$ cat src/common/dus_uart_map.vh
// register map, field positions and reset values of the serial channel
// Summary of operation
// - frames carry eight or nine data bits
// - even, odd or no parity per frame
// - one or two stop bits
// - bit timing from eight-bit baud divisor
// - receiver flags parity, framing, noise, overrun
// - address detect keeps only last-bit-one characters
// - receive buffer holds two characters
// - interrupts on four transmit and receive conditions
// - shared pin activity wakes device when enabled
// - enabled transmitter drives pin, pull-up off
// - cleared enables leave pins floating
// - single-wire select gives half-duplex shared pin
// - single-wire receiver reads the shared pin
// - single-wire transmitter drives the shared pin
// - both enables in single-wire: receiver wins
// - single-wire data optionally mirrored on output pin
// - written data shifts out LSB first
// - received bits shift in LSB first
// - complete character moves into receive buffer
// - one data address, shifters hidden
// - disable flushes buffers, resets flags and divider
`ifndef DUS_UART_MAP_VH
`define DUS_UART_MAP_VH

// register indices
`define DUS_REG_STATUS 3'h0
`define DUS_REG_CTRL1 3'h1
`define DUS_REG_CTRL2 3'h2
`define DUS_REG_CTRL3 3'h3
`define DUS_REG_DATA 3'h4
`define DUS_REG_BAUD 3'h5

// status bits
`define DUS_SR_PERR 7
`define DUS_SR_NF 6
`define DUS_SR_FERR 5
`define DUS_SR_OERR 4
`define DUS_SR_RIDLE 3
`define DUS_SR_RXIF 2
`define DUS_SR_TIDLE 1
`define DUS_SR_TXIF 0

// control one bits
`define DUS_C1_EN 7
`define DUS_C1_NINE 6
`define DUS_C1_PAREN 5
`define DUS_C1_PARODD 4
`define DUS_C1_STOP2 3
`define DUS_C1_BRK 2
`define DUS_C1_RX8 1
`define DUS_C1_TX8 0

// control two bits
`define DUS_C2_TXEN 7
`define DUS_C2_RXEN 6
`define DUS_C2_HIGH 5
`define DUS_C2_ADDEN 4
`define DUS_C2_WAKE 3
`define DUS_C2_RIE 2
`define DUS_C2_TIIE 1
`define DUS_C2_TEIE 0

// control three bits
`define DUS_C3_SWM 0
`define DUS_C3_MIRROR 1

// reset values
`define DUS_RST_CTRL 8'h00
`define DUS_RST_BAUD 8'h00

// oversampling: ticks per bit and centre sample positions
`define DUS_OVS_LAST 4'hf
`define DUS_SMP_A 4'h7
`define DUS_SMP_B 4'h8
`define DUS_SMP_C 4'h9
`define DUS_LOW_PRE 2'h3

`endif

$ cat src/verilog/dus_baud.v
// baud generator: sixteen-times oversampling tick enable
`timescale 1ns/1ps
`include "dus_uart_map.vh"

module dus_baud (
	// clock and reset
	input wire ref_clk,
	input wire nrst,
	// control
	input wire run,
	input wire high_speed,
	input wire [7:0] divisor,
	// tick
	output reg tick
);

reg [7:0] pre_q;
reg [1:0] low_q;

// tick every divisor+1 clocks, or four times slower in low speed
always @(posedge ref_clk) begin
	if (!nrst || !run) begin
		pre_q <= 8'h00;
		low_q <= 2'h0;
		tick <= 1'b0;
	end else begin
		tick <= 1'b0;
		if (pre_q == divisor) begin
			pre_q <= 8'h00;
			low_q <= low_q + 2'h1;
			if (high_speed || low_q == `DUS_LOW_PRE)
				tick <= 1'b1;
		end else begin
			pre_q <= pre_q + 8'h01;
		end
	end
end

endmodule // dus_baud

$ cat src/verilog/dus_tx.v
// transmit shifter: builds and shifts one frame
`timescale 1ns/1ps
`include "dus_uart_map.vh"

module dus_tx (
	// clock and reset
	input wire ref_clk,
	input wire nrst,
	// control
	input wire run,
	input wire tick,
	input wire nine,
	input wire par_en,
	input wire par_odd,
	input wire two_stop,
	input wire brk,
	// load strobe with data
	input wire load,
	input wire [8:0] load_data,
	// line side
	output wire line,
	output wire busy
);

reg [11:0] sh_q;
reg [3:0] left_q;
reg [3:0] tcnt_q;

wire p8 = (^load_data[6:0]) ^ par_odd;
wire p9 = (^load_data[7:0]) ^ par_odd;
wire b8 = par_en ? p8 : load_data[7];
wire b9 = par_en ? p9 : load_data[8];
// start low first, then data LSB first, then high stop bits
wire [11:0] f8 = {3'b111, b8, load_data[6:0], 1'b0};
wire [11:0] f9 = {2'b11, b9, load_data[7:0], 1'b0};
wire [3:0] len = 4'h1 + (nine ? 4'h9 : 4'h8) + (two_stop ? 4'h2 : 4'h1);

assign busy = (left_q != 4'h0);
assign line = brk ? 1'b0 : (busy ? sh_q[0] : 1'b1);

always @(posedge ref_clk) begin
	if (!nrst || !run) begin
		sh_q <= 12'hfff;
		left_q <= 4'h0;
		tcnt_q <= 4'h0;
	end else if (load && !busy) begin
		sh_q <= nine ? f9 : f8;
		left_q <= len;
		tcnt_q <= 4'h0;
	end else if (busy && tick) begin
		tcnt_q <= tcnt_q + 4'h1;
		if (tcnt_q == `DUS_OVS_LAST) begin
			sh_q <= {1'b1, sh_q[11:1]};
			left_q <= left_q - 4'h1;
		end
	end
end

endmodule // dus_tx

$ cat src/verilog/dus_uart.v
// serial channel: registers, pins, receiver and receive buffer
`timescale 1ns/1ps
`include "dus_uart_map.vh"

module dus_uart (
	// clock and reset
	input wire ref_clk,
	input wire nrst,
	// register port
	input wire [2:0] reg_sel,
	input wire reg_wr,
	input wire reg_rd,
	input wire [7:0] reg_wdata,
	output reg [7:0] reg_rdata,
	// dedicated output pin
	output wire serial_out_pin_o,
	output wire serial_out_pin_oe,
	output wire serial_out_pullup_off,
	// shared pin
	input wire serial_in_shared_pin_i,
	output wire serial_in_shared_pin_o,
	output wire serial_in_shared_pin_oe,
	// events
	output wire irq,
	output wire wake_req
);

localparam RS_IDLE = 4'b0001;
localparam RS_START = 4'b0010;
localparam RS_BITS = 4'b0100;
localparam RS_STOP = 4'b1000;

////////////////////////////////////////////////////////////////////////
// registers

reg [7:0] ctrl1_q;
reg [7:0] ctrl2_q;
reg [1:0] ctrl3_q;
reg [7:0] baud_q;
reg tx8_q;
reg perr_q, nf_q, ferr_q, oerr_q;
reg sr_armed_q;

wire en = ctrl1_q[`DUS_C1_EN];
wire nine = ctrl1_q[`DUS_C1_NINE];
wire par_en = ctrl1_q[`DUS_C1_PAREN];
wire par_odd = ctrl1_q[`DUS_C1_PARODD];
wire txen = ctrl2_q[`DUS_C2_TXEN];
wire rxen = ctrl2_q[`DUS_C2_RXEN];
wire swm = ctrl3_q[`DUS_C3_SWM];

wire wr_data = reg_wr && reg_sel == `DUS_REG_DATA;
wire rd_data = reg_rd && reg_sel == `DUS_REG_DATA;
wire rd_stat = reg_rd && reg_sel == `DUS_REG_STATUS;
wire data_acc = wr_data || rd_data;
wire seq_clear = sr_armed_q && data_acc;

// receiver priority over transmitter on the shared pin
wire rx_act = en && rxen;
wire tx_act = en && txen && !(swm && rxen);

////////////////////////////////////////////////////////////////////////
// pin input synchroniser

reg pin_s1_q, pin_s2_q;

always @(posedge ref_clk) begin
	if (!nrst) begin
		pin_s1_q <= 1'b1;
		pin_s2_q <= 1'b1;
	end else begin
		pin_s1_q <= serial_in_shared_pin_i;
		pin_s2_q <= pin_s1_q;
	end
end

// receiver always listens on the shared pin
wire rx_line = pin_s2_q;

////////////////////////////////////////////////////////////////////////
// baud generator and transmitter

wire tick;
wire tx_line;
wire tx_busy;
reg txb_full_q;
reg [8:0] txb_q;
wire tx_load = txb_full_q && !tx_busy && tx_act;

dus_baud u_baud (
	.ref_clk(ref_clk),
	.nrst(nrst),
	.run(en),
	.high_speed(ctrl2_q[`DUS_C2_HIGH]),
	.divisor(baud_q),
	.tick(tick)
);

dus_tx u_tx (
	.ref_clk(ref_clk),
	.nrst(nrst),
	.run(tx_act),
	.tick(tick),
	.nine(nine),
	.par_en(par_en),
	.par_odd(par_odd),
	.two_stop(ctrl1_q[`DUS_C1_STOP2]),
	.brk(ctrl1_q[`DUS_C1_BRK]),
	.load(tx_load),
	.load_data(txb_q),
	.line(tx_line),
	.busy(tx_busy)
);

wire txif = !txb_full_q;
wire tidle = txif && !tx_busy;

////////////////////////////////////////////////////////////////////////
// pin drive

// full duplex: dedicated pin transmits; single wire: shared pin does
assign serial_out_pin_oe = tx_act && (!swm || ctrl3_q[`DUS_C3_MIRROR]);
assign serial_out_pin_o = tx_line;
assign serial_out_pullup_off = tx_act;
assign serial_in_shared_pin_oe = tx_act && swm;
assign serial_in_shared_pin_o = tx_line;

assign wake_req = en && ctrl2_q[`DUS_C2_WAKE] && !rx_line;

////////////////////////////////////////////////////////////////////////
// receiver

reg [3:0] rs_q;
reg [3:0] rcnt_q;
reg [3:0] nbit_q;
reg [8:0] rsh_q;
reg [2:0] smp_q;
reg noise_q;
reg rx_done;
reg rx_ferr;

wire maj = (smp_q[0] & smp_q[1]) | (smp_q[0] & smp_q[2]) |
	(smp_q[1] & smp_q[2]);
wire disagree = !(&smp_q) && (|smp_q);
wire bit_end = tick && rcnt_q == `DUS_OVS_LAST;
wire [8:0] rx_word = nine ? rsh_q : {1'b0, rsh_q[8:1]};
wire rx_addr = nine ? rx_word[8] : rx_word[7];
wire rx_perr = par_en &&
	((nine ? ^rx_word[8:0] : ^rx_word[7:0]) != par_odd);

always @(posedge ref_clk) begin
	if (!nrst || !rx_act) begin
		rs_q <= RS_IDLE;
		rcnt_q <= 4'h0;
		nbit_q <= 4'h0;
		rsh_q <= 9'h000;
		smp_q <= 3'h0;
		noise_q <= 1'b0;
		rx_done <= 1'b0;
		rx_ferr <= 1'b0;
	end else begin
		rx_done <= 1'b0;
		if (tick) begin
			rcnt_q <= rcnt_q + 4'h1;
			// three samples around the bit centre
			if (rcnt_q == `DUS_SMP_A)
				smp_q[0] <= rx_line;
			if (rcnt_q == `DUS_SMP_B)
				smp_q[1] <= rx_line;
			if (rcnt_q == `DUS_SMP_C)
				smp_q[2] <= rx_line;
		end
		case (rs_q)
		RS_IDLE: begin
			rcnt_q <= 4'h0;
			noise_q <= 1'b0;
			if (!rx_line)
				rs_q <= RS_START;
		end
		RS_START: begin
			if (bit_end) begin
				noise_q <= disagree;
				nbit_q <= nine ? 4'h9 : 4'h8;
				// a high start bit was a glitch
				rs_q <= maj ? RS_IDLE : RS_BITS;
			end
		end
		RS_BITS: begin
			if (bit_end) begin
				rsh_q <= {maj, rsh_q[8:1]};
				noise_q <= noise_q | disagree;
				nbit_q <= nbit_q - 4'h1;
				if (nbit_q == 4'h1)
					rs_q <= RS_STOP;
			end
		end
		RS_STOP: begin
			if (bit_end) begin
				noise_q <= noise_q | disagree;
				rx_ferr <= !maj;
				rx_done <= 1'b1;
				rs_q <= RS_IDLE;
			end
		end
		default: begin
			rs_q <= RS_IDLE;
		end
		endcase
	end
end

wire ridle = rs_q[0];

////////////////////////////////////////////////////////////////////////
// receive buffer, two entries

reg [8:0] fd_q [0:1];
reg [1:0] fcnt_q;
reg wp_q, rp_q;
// address detect drops characters whose last data bit is zero
wire keep = !ctrl2_q[`DUS_C2_ADDEN] || rx_addr;
wire push_req = rx_done && keep;
wire full = fcnt_q[1];
wire push = push_req && !full;
wire pop = rd_data && fcnt_q != 2'h0;
wire rxif = fcnt_q != 2'h0;

always @(posedge ref_clk) begin
	if (!nrst || !en) begin
		fcnt_q <= 2'h0;
		wp_q <= 1'b0;
		rp_q <= 1'b0;
		fd_q[0] <= 9'h000;
		fd_q[1] <= 9'h000;
	end else begin
		if (push) begin
			fd_q[wp_q] <= rx_word;
			wp_q <= !wp_q;
		end
		if (pop)
			rp_q <= !rp_q;
		if (push && !pop)
			fcnt_q <= fcnt_q + 2'h1;
		else if (pop && !push)
			fcnt_q <= fcnt_q - 2'h1;
	end
end

wire [8:0] head = fd_q[rp_q];

////////////////////////////////////////////////////////////////////////
// error flags: status read then data access clears; a new event wins

always @(posedge ref_clk) begin
	if (!nrst || !en) begin
		perr_q <= 1'b0;
		nf_q <= 1'b0;
		ferr_q <= 1'b0;
		oerr_q <= 1'b0;
		sr_armed_q <= 1'b0;
	end else begin
		if (rd_stat)
			sr_armed_q <= 1'b1;
		else if (data_acc)
			sr_armed_q <= 1'b0;
		if (push && rx_perr)
			perr_q <= 1'b1;
		else if (seq_clear)
			perr_q <= 1'b0;
		if (push && noise_q)
			nf_q <= 1'b1;
		else if (seq_clear)
			nf_q <= 1'b0;
		if (push && rx_ferr)
			ferr_q <= 1'b1;
		else if (seq_clear)
			ferr_q <= 1'b0;
		if (push_req && full)
			oerr_q <= 1'b1;
		else if (seq_clear)
			oerr_q <= 1'b0;
	end
end

////////////////////////////////////////////////////////////////////////
// transmit buffer and register writes

always @(posedge ref_clk) begin
	if (!nrst || !tx_act) begin
		txb_full_q <= 1'b0;
		txb_q <= 9'h000;
	end else if (wr_data && !txb_full_q) begin
		txb_q <= {tx8_q, reg_wdata};
		txb_full_q <= 1'b1;
	end else if (tx_load) begin
		txb_full_q <= 1'b0;
	end
end

always @(posedge ref_clk) begin
	if (!nrst) begin
		ctrl1_q <= `DUS_RST_CTRL;
		ctrl2_q <= `DUS_RST_CTRL;
		ctrl3_q <= 2'h0;
		baud_q <= `DUS_RST_BAUD;
		tx8_q <= 1'b0;
	end else begin
		if (reg_wr && reg_sel == `DUS_REG_CTRL1) begin
			ctrl1_q <= {reg_wdata[7:2], 2'h0};
			tx8_q <= reg_wdata[`DUS_C1_TX8];
		end
		if (reg_wr && reg_sel == `DUS_REG_CTRL2)
			ctrl2_q <= reg_wdata;
		if (reg_wr && reg_sel == `DUS_REG_CTRL3)
			ctrl3_q <= reg_wdata[1:0];
		if (reg_wr && reg_sel == `DUS_REG_BAUD)
			baud_q <= reg_wdata;
		// disabled channel drops its enables and break
		if (!en) begin
			ctrl2_q[`DUS_C2_TXEN] <= 1'b0;
			ctrl2_q[`DUS_C2_RXEN] <= 1'b0;
			ctrl1_q[`DUS_C1_BRK] <= 1'b0;
		end
	end
end

////////////////////////////////////////////////////////////////////////
// register reads

wire [7:0] status = {perr_q, nf_q, ferr_q, oerr_q, ridle, rxif, tidle,
	txif};

always @(posedge ref_clk) begin
	if (!nrst) begin
		reg_rdata <= 8'h00;
	end else if (reg_rd) begin
		case (reg_sel)
		`DUS_REG_STATUS: reg_rdata <= status;
		`DUS_REG_CTRL1: reg_rdata <= {ctrl1_q[7:2], head[8], 1'b0};
		`DUS_REG_CTRL2: reg_rdata <= ctrl2_q;
		`DUS_REG_CTRL3: reg_rdata <= {6'h00, ctrl3_q};
		`DUS_REG_DATA: reg_rdata <= head[7:0];
		`DUS_REG_BAUD: reg_rdata <= baud_q;
		default: reg_rdata <= 8'h00;
		endcase
	end
end

////////////////////////////////////////////////////////////////////////
// interrupt request

assign irq = en && ((ctrl2_q[`DUS_C2_RIE] && (rxif || oerr_q)) ||
	(ctrl2_q[`DUS_C2_TIIE] && tidle && tx_act) ||
	(ctrl2_q[`DUS_C2_TEIE] && txif && tx_act));

endmodule // dus_uart

$ cat config.mk
export PLATFORM = sky130hd
export DESIGN_NAME = dus_uart
export DESIGN_NICKNAME = d
export VERILOG_FILES = /design/src/verilog/dus_baud.v /design/src/verilog/dus_tx.v /design/src/verilog/dus_uart.v
export VERILOG_INCLUDE_DIRS = /design/src /design/src/common
export SDC_FILE = /design/constraint.sdc
export NUM_CORES = 1
export LEC_CHECK = 0
export BUFFER_PORTS_ARGS = -buffer_cell sky130_fd_sc_hd__buf_2
export CELL_PAD_IN_SITES_DETAIL_PLACEMENT = 1
export CELL_PAD_IN_SITES_GLOBAL_PLACEMENT = 1
export CORE_MARGIN = 2
export CORE_UTILIZATION = 43
export CTS_CLUSTER_DIAMETER = 50
export CTS_CLUSTER_SIZE = 28
export DETAILED_ROUTE_END_ITERATION = 10
export PLACE_DENSITY_LB_ADDON = 0.1
export SETUP_SLACK_MARGIN = 0.02
export SYNTH_ARGS = -nofsm -noshare
export SYNTH_HDL_FRONTEND = slang
export SYNTH_SLANG_ARGS = --single-unit
$ cat constraint.sdc
create_clock -name ref_clk -period 1.8 [get_ports ref_clk]
set_input_delay 0.09 -clock ref_clk [delete_from_list [all_inputs] [get_ports ref_clk]]
set_output_delay 0.09 -clock ref_clk [all_outputs]
set_load 0.01 [all_outputs]
==> flow_summary_export.csv <==
group,metric,value,unit
clock_tree,clkSinkCount,129,
cells_and_area,seq_area,0.00277,mm^2
floorplanning,die_w,124,um
critical_path,worstPathRequired,1.71,ns
sta,final_hold_viol_count,0,
route,drt-vias-per-instance,5.41,
sta,worst_pin_slew,0.517,ns
route,drc,0,
floorplanning,io_pins,31,
cells_and_area,n_antenna_cell,0,
floorplanning,die-area,0.0153,mm^2
sta,max_slew_margin,0.655,
sta,fmax,529,MHz
clock_tree,cts-htree-levels,4,
floorplanning,die_h,124,um
global_routing,antenna_found_initial,0,
sta,fin_crit_sh,1.05,
cells_and_area,multiInputGateArea,0.00325,mm^2
clock_tree,clock_latency,0.43,ns
global_routing,grt-ovfl-total,0,
global_routing,grtUsageTotal,0.242,
yosys,syn-instance-count,660,
yosys,yosys_warnings,0,
power_and_ir_drop,power,7.00,mW
clock_tree,cts_made_buffers,17,
cells_and_area,area_delta_synth_final,23.9,%
power_and_ir_drop,p_leak,2.80,nW
hold_path,hold_class,"input pin to register",
global_routing,grt_max_degree,32,
yosys,ys_seq_area_frac,0.449,
run,max_cap_violations,0,
floorplanning,core_region_area,0.0139,mm^2
floorplanning,start_util,0.442,
route,drt_wl_total,17500,um
yosys,synth-async-reset-ratio,0,
sta,min_period,1.89,ns
sta,setup_viol,3,
critical_path,r2r-start,"u_tx.left_q[0]$_SDFFE_PP0P_",
global_routing,grt_pass1_wl,27800,um
route,ant_nets,0,
cells_and_area,fin_nets,768,
sta,skew,0.00921,ns
placement,io_buffer_count,30,
critical_path,crit_type,"register to primary output",
hold_path,hold_start,"reg_rd",
cells_and_area,instances_no_fill,932,
route,drt_iter0_drc,215,
placement,hpwl,12400,um
status,violations,"negative setup slack",
critical_path,crit_start,"u_tx.left_q[0]$_SDFFE_PP0P_",
placement,dp_slack,0.00930,ns
placement,dpl.cell_count,877,
yosys,synth_cell_types,62,
yosys,syn_area,0.00616,mm^2
global_routing,grt_pass1_vias,5356,
sta,slew_viol_final,0,
clock_tree,cts_tree,"done",
clock_tree,cts.path.max_buffers,2,
yosys,avgSynthCellArea,9.33,um^2
cells_and_area,final_layout_size_suffix_gt1_frac,0.223,
critical_path,startpoint_type,"register",
power_and_ir_drop,powerDensity,918,mW/mm^2
yosys,synth-edff-count,18,
clock_tree,clk_pin_slew_worst_paths,0.06,ns
yosys,synth_seq_cells,129,
sta,finalWorstSetupSlack,-0.0893,ns
status,status,"finished, violations left",
placement,gp_congestion,0.847,
route,wl_per_cell,18.8,um
sta,rsz0062_at_grt,"true",
yosys,ys.flop_type,"dfxtp_1",
route,firstDrtPassIters,5,
cells_and_area,fill_cells,1556,
critical_path,ff2ff_setup_slack,0.02,ns
power_and_ir_drop,peakVddDrop,0.000667,V
floorplanning,rows,43,
critical_path,path_max_fanout,2,
route,vias,5042,
critical_path,end_kind,"primary output",
critical_path,crit_arrival,1.80,ns
clock_tree,root_buffer,"clkbuf_16",
yosys,synth_nets,689,
cells_and_area,utilization,0.547,
-- flip-flops by register name (all words and copies together), names as in the netlist, 6 cells and up, named ones only --
register / cells
u_tx.sh_q: 10
baud_q: 8
u_baud.pre_q: 8
txb_q: 9
rsh_q: 9
ctrl2_q: 8
fd_q: 18
ctrl1_q: 6
reg_rdata: 8
-- per-layer routing --
layer | share of wire | GRT usage
met1 | 0.43 | 0.277
met4 | 0.020 | 0.0845
met5 | 0 | 0
met2 | 0.52 | 0.437
met3 | 0.029 | 0.0600
-- layout make-up --
| cell class | count | area share |
|---|---|---|
| clock inverters | 14 | 0.0281 |
| clock buffers | 18 | 0.0563 |
| multi-input cells | 487 | 0.427 |
| inverters | 12 | 0.00591 |
| repair buffers | 92 | 0.0906 |
| flip-flops and latches | 129 | 0.363 |
| well taps | 180 | 0.0295 |
-- timing repair --
| action | 4_1_cts | 5_1_grt |
|---|---|---|
| setup buffers | 4 | 8 |
| gates cloned | 0 | 1 |
| setup endpoints to repair | 7 | 33 |
| gates resized for setup | 7 | 24 |
| endpoints found under the hold margin | 21 | 0 |
| hold buffers | 10 | 0 |
| pin swaps | 3 | 7 |
-- path summary, 6_finish.rpt --
check	cells after the start	to
setup / recovery	7	irq
hold / removal	3	reg_rdata[0]$_SDFFE_PN0P_
setup reg to reg	10	u_tx.sh_q[4]$_SDFFE_PP1P_
hold reg to reg	1	pin_s2_q$_SDFF_PN1_
-- cells in the final DEF (no fill, tap or decap), types with 4 or more instances in the layout --
cell type	netlist	routed
a21boi_1	7	6
and2_1	5	5
nor2_4	2	4
xnor2_1	22	22
nor2b_1	16	15
dlygate4sd3_1	0	10
nand3_1	15	15
o21a_1	4	4
a211oi_1	6	4
o21ai_0	22	19
nor2_2	5	5
nand2_1	81	78
clkbuf_16	0	18
clkinvlp_4	0	5
mux2_2	10	10
buf_2	9	30
a21boi_0	9	9
a21oi_1	38	36
nand2_2	1	4
mux2i_1	46	46
buf_4	3	47
nand4_1	5	5
ha_1	13	12
xor2_1	26	26
dfxtp_2	0	4
inv_1	12	10
nor3_1	11	9
and3_1	5	5
dfxtp_1	111	107
bufinv_16	0	5
a31oi_1	4	4
a22oi_1	6	6
nor2_1	81	79
edfxtp_1	18	18
-- cell usage after synthesis, types with 3 or more instances --
| master | instances | area (um^2) |
|---|---|---|
| dfxtp_1 | 111 | 2220 |
| nand2_1 | 81 | 304 |
| nor2_1 | 81 | 304 |
| mux2i_1 | 46 | 460 |
| a21oi_1 | 38 | 190 |
| xor2_1 | 26 | 228 |
| o21ai_0 | 22 | 110 |
| xnor2_1 | 22 | 193 |
| edfxtp_1 | 18 | 541 |
| nor2b_1 | 16 | 100 |
| nand3_1 | 15 | 75.1 |
| clkbuf_1 | 14 | 52.6 |
| ha_1 | 13 | 163 |
| inv_1 | 12 | 45.0 |
| nor3_1 | 11 | 55.1 |
| mux2_2 | 10 | 113 |
| a21boi_0 | 9 | 67.6 |
| buf_2 | 9 | 45.0 |
| a21boi_1 | 7 | 52.6 |
| a211oi_1 | 6 | 45.0 |
| a22oi_1 | 6 | 45.0 |
| and2_1 | 5 | 31.3 |
| and3_1 | 5 | 31.3 |
| nand4_1 | 5 | 31.3 |
| nor2_2 | 5 | 31.3 |
| a31oi_1 | 4 | 25.0 |
| buf_6 | 4 | 45.0 |
| o21a_1 | 4 | 30.0 |
| o31ai_1 | 4 | 30.0 |
| buf_4 | 3 | 22.5 |
| nor3b_1 | 3 | 22.5 |
| nor4b_2 | 3 | 45.0 |
| o211ai_1 | 3 | 22.5 |
-- stage by stage --
step           hold WS [ns]  area [um^2]  TNS [ns]
6_report             0.0969         7620    -0.142
5_1_grt               0.107         7620    -0.618
4_1_cts              0.0807         7460    -0.372
3_5_place_dp          0.299         6680         0
3_3_place_gp          0.271         6680         0
2_1_floorplan         0.163         6160         0
-- worst max-delay path, cell delays in order, from the launching register on --
cell and delay [ns]:
dfxtp_2 0.32, inv_2 0.05, ha_1 0.14, nor3b_4 0.29
a21oi_2 0.11, nor3_2 0.13, o21a_1 0.19, buf_2 0.14
-- where the power goes --
part | leakage [nW] | internal, mW | switching (mW)
Combinational | 1.38 | 0.109 | 0.144
Sequential | 1.12 | 2.94 | 0.0222
Clock | 0.296 | 2.45 | 1.34
-- kinds of logic after synthesis --
kind of cell | share of synthesized area
XOR/XNOR | 0.0683
flip-flops | 0.449
multiplexers | 0.102
AND/OR/NAND/NOR | 0.195
buffers and inverters | 0.0354
AO/OA/AOI/OAI | 0.124
adder cells (fa/ha/maj) | 0.0264
No activity file was read; power rests on OpenSTA's default activity.
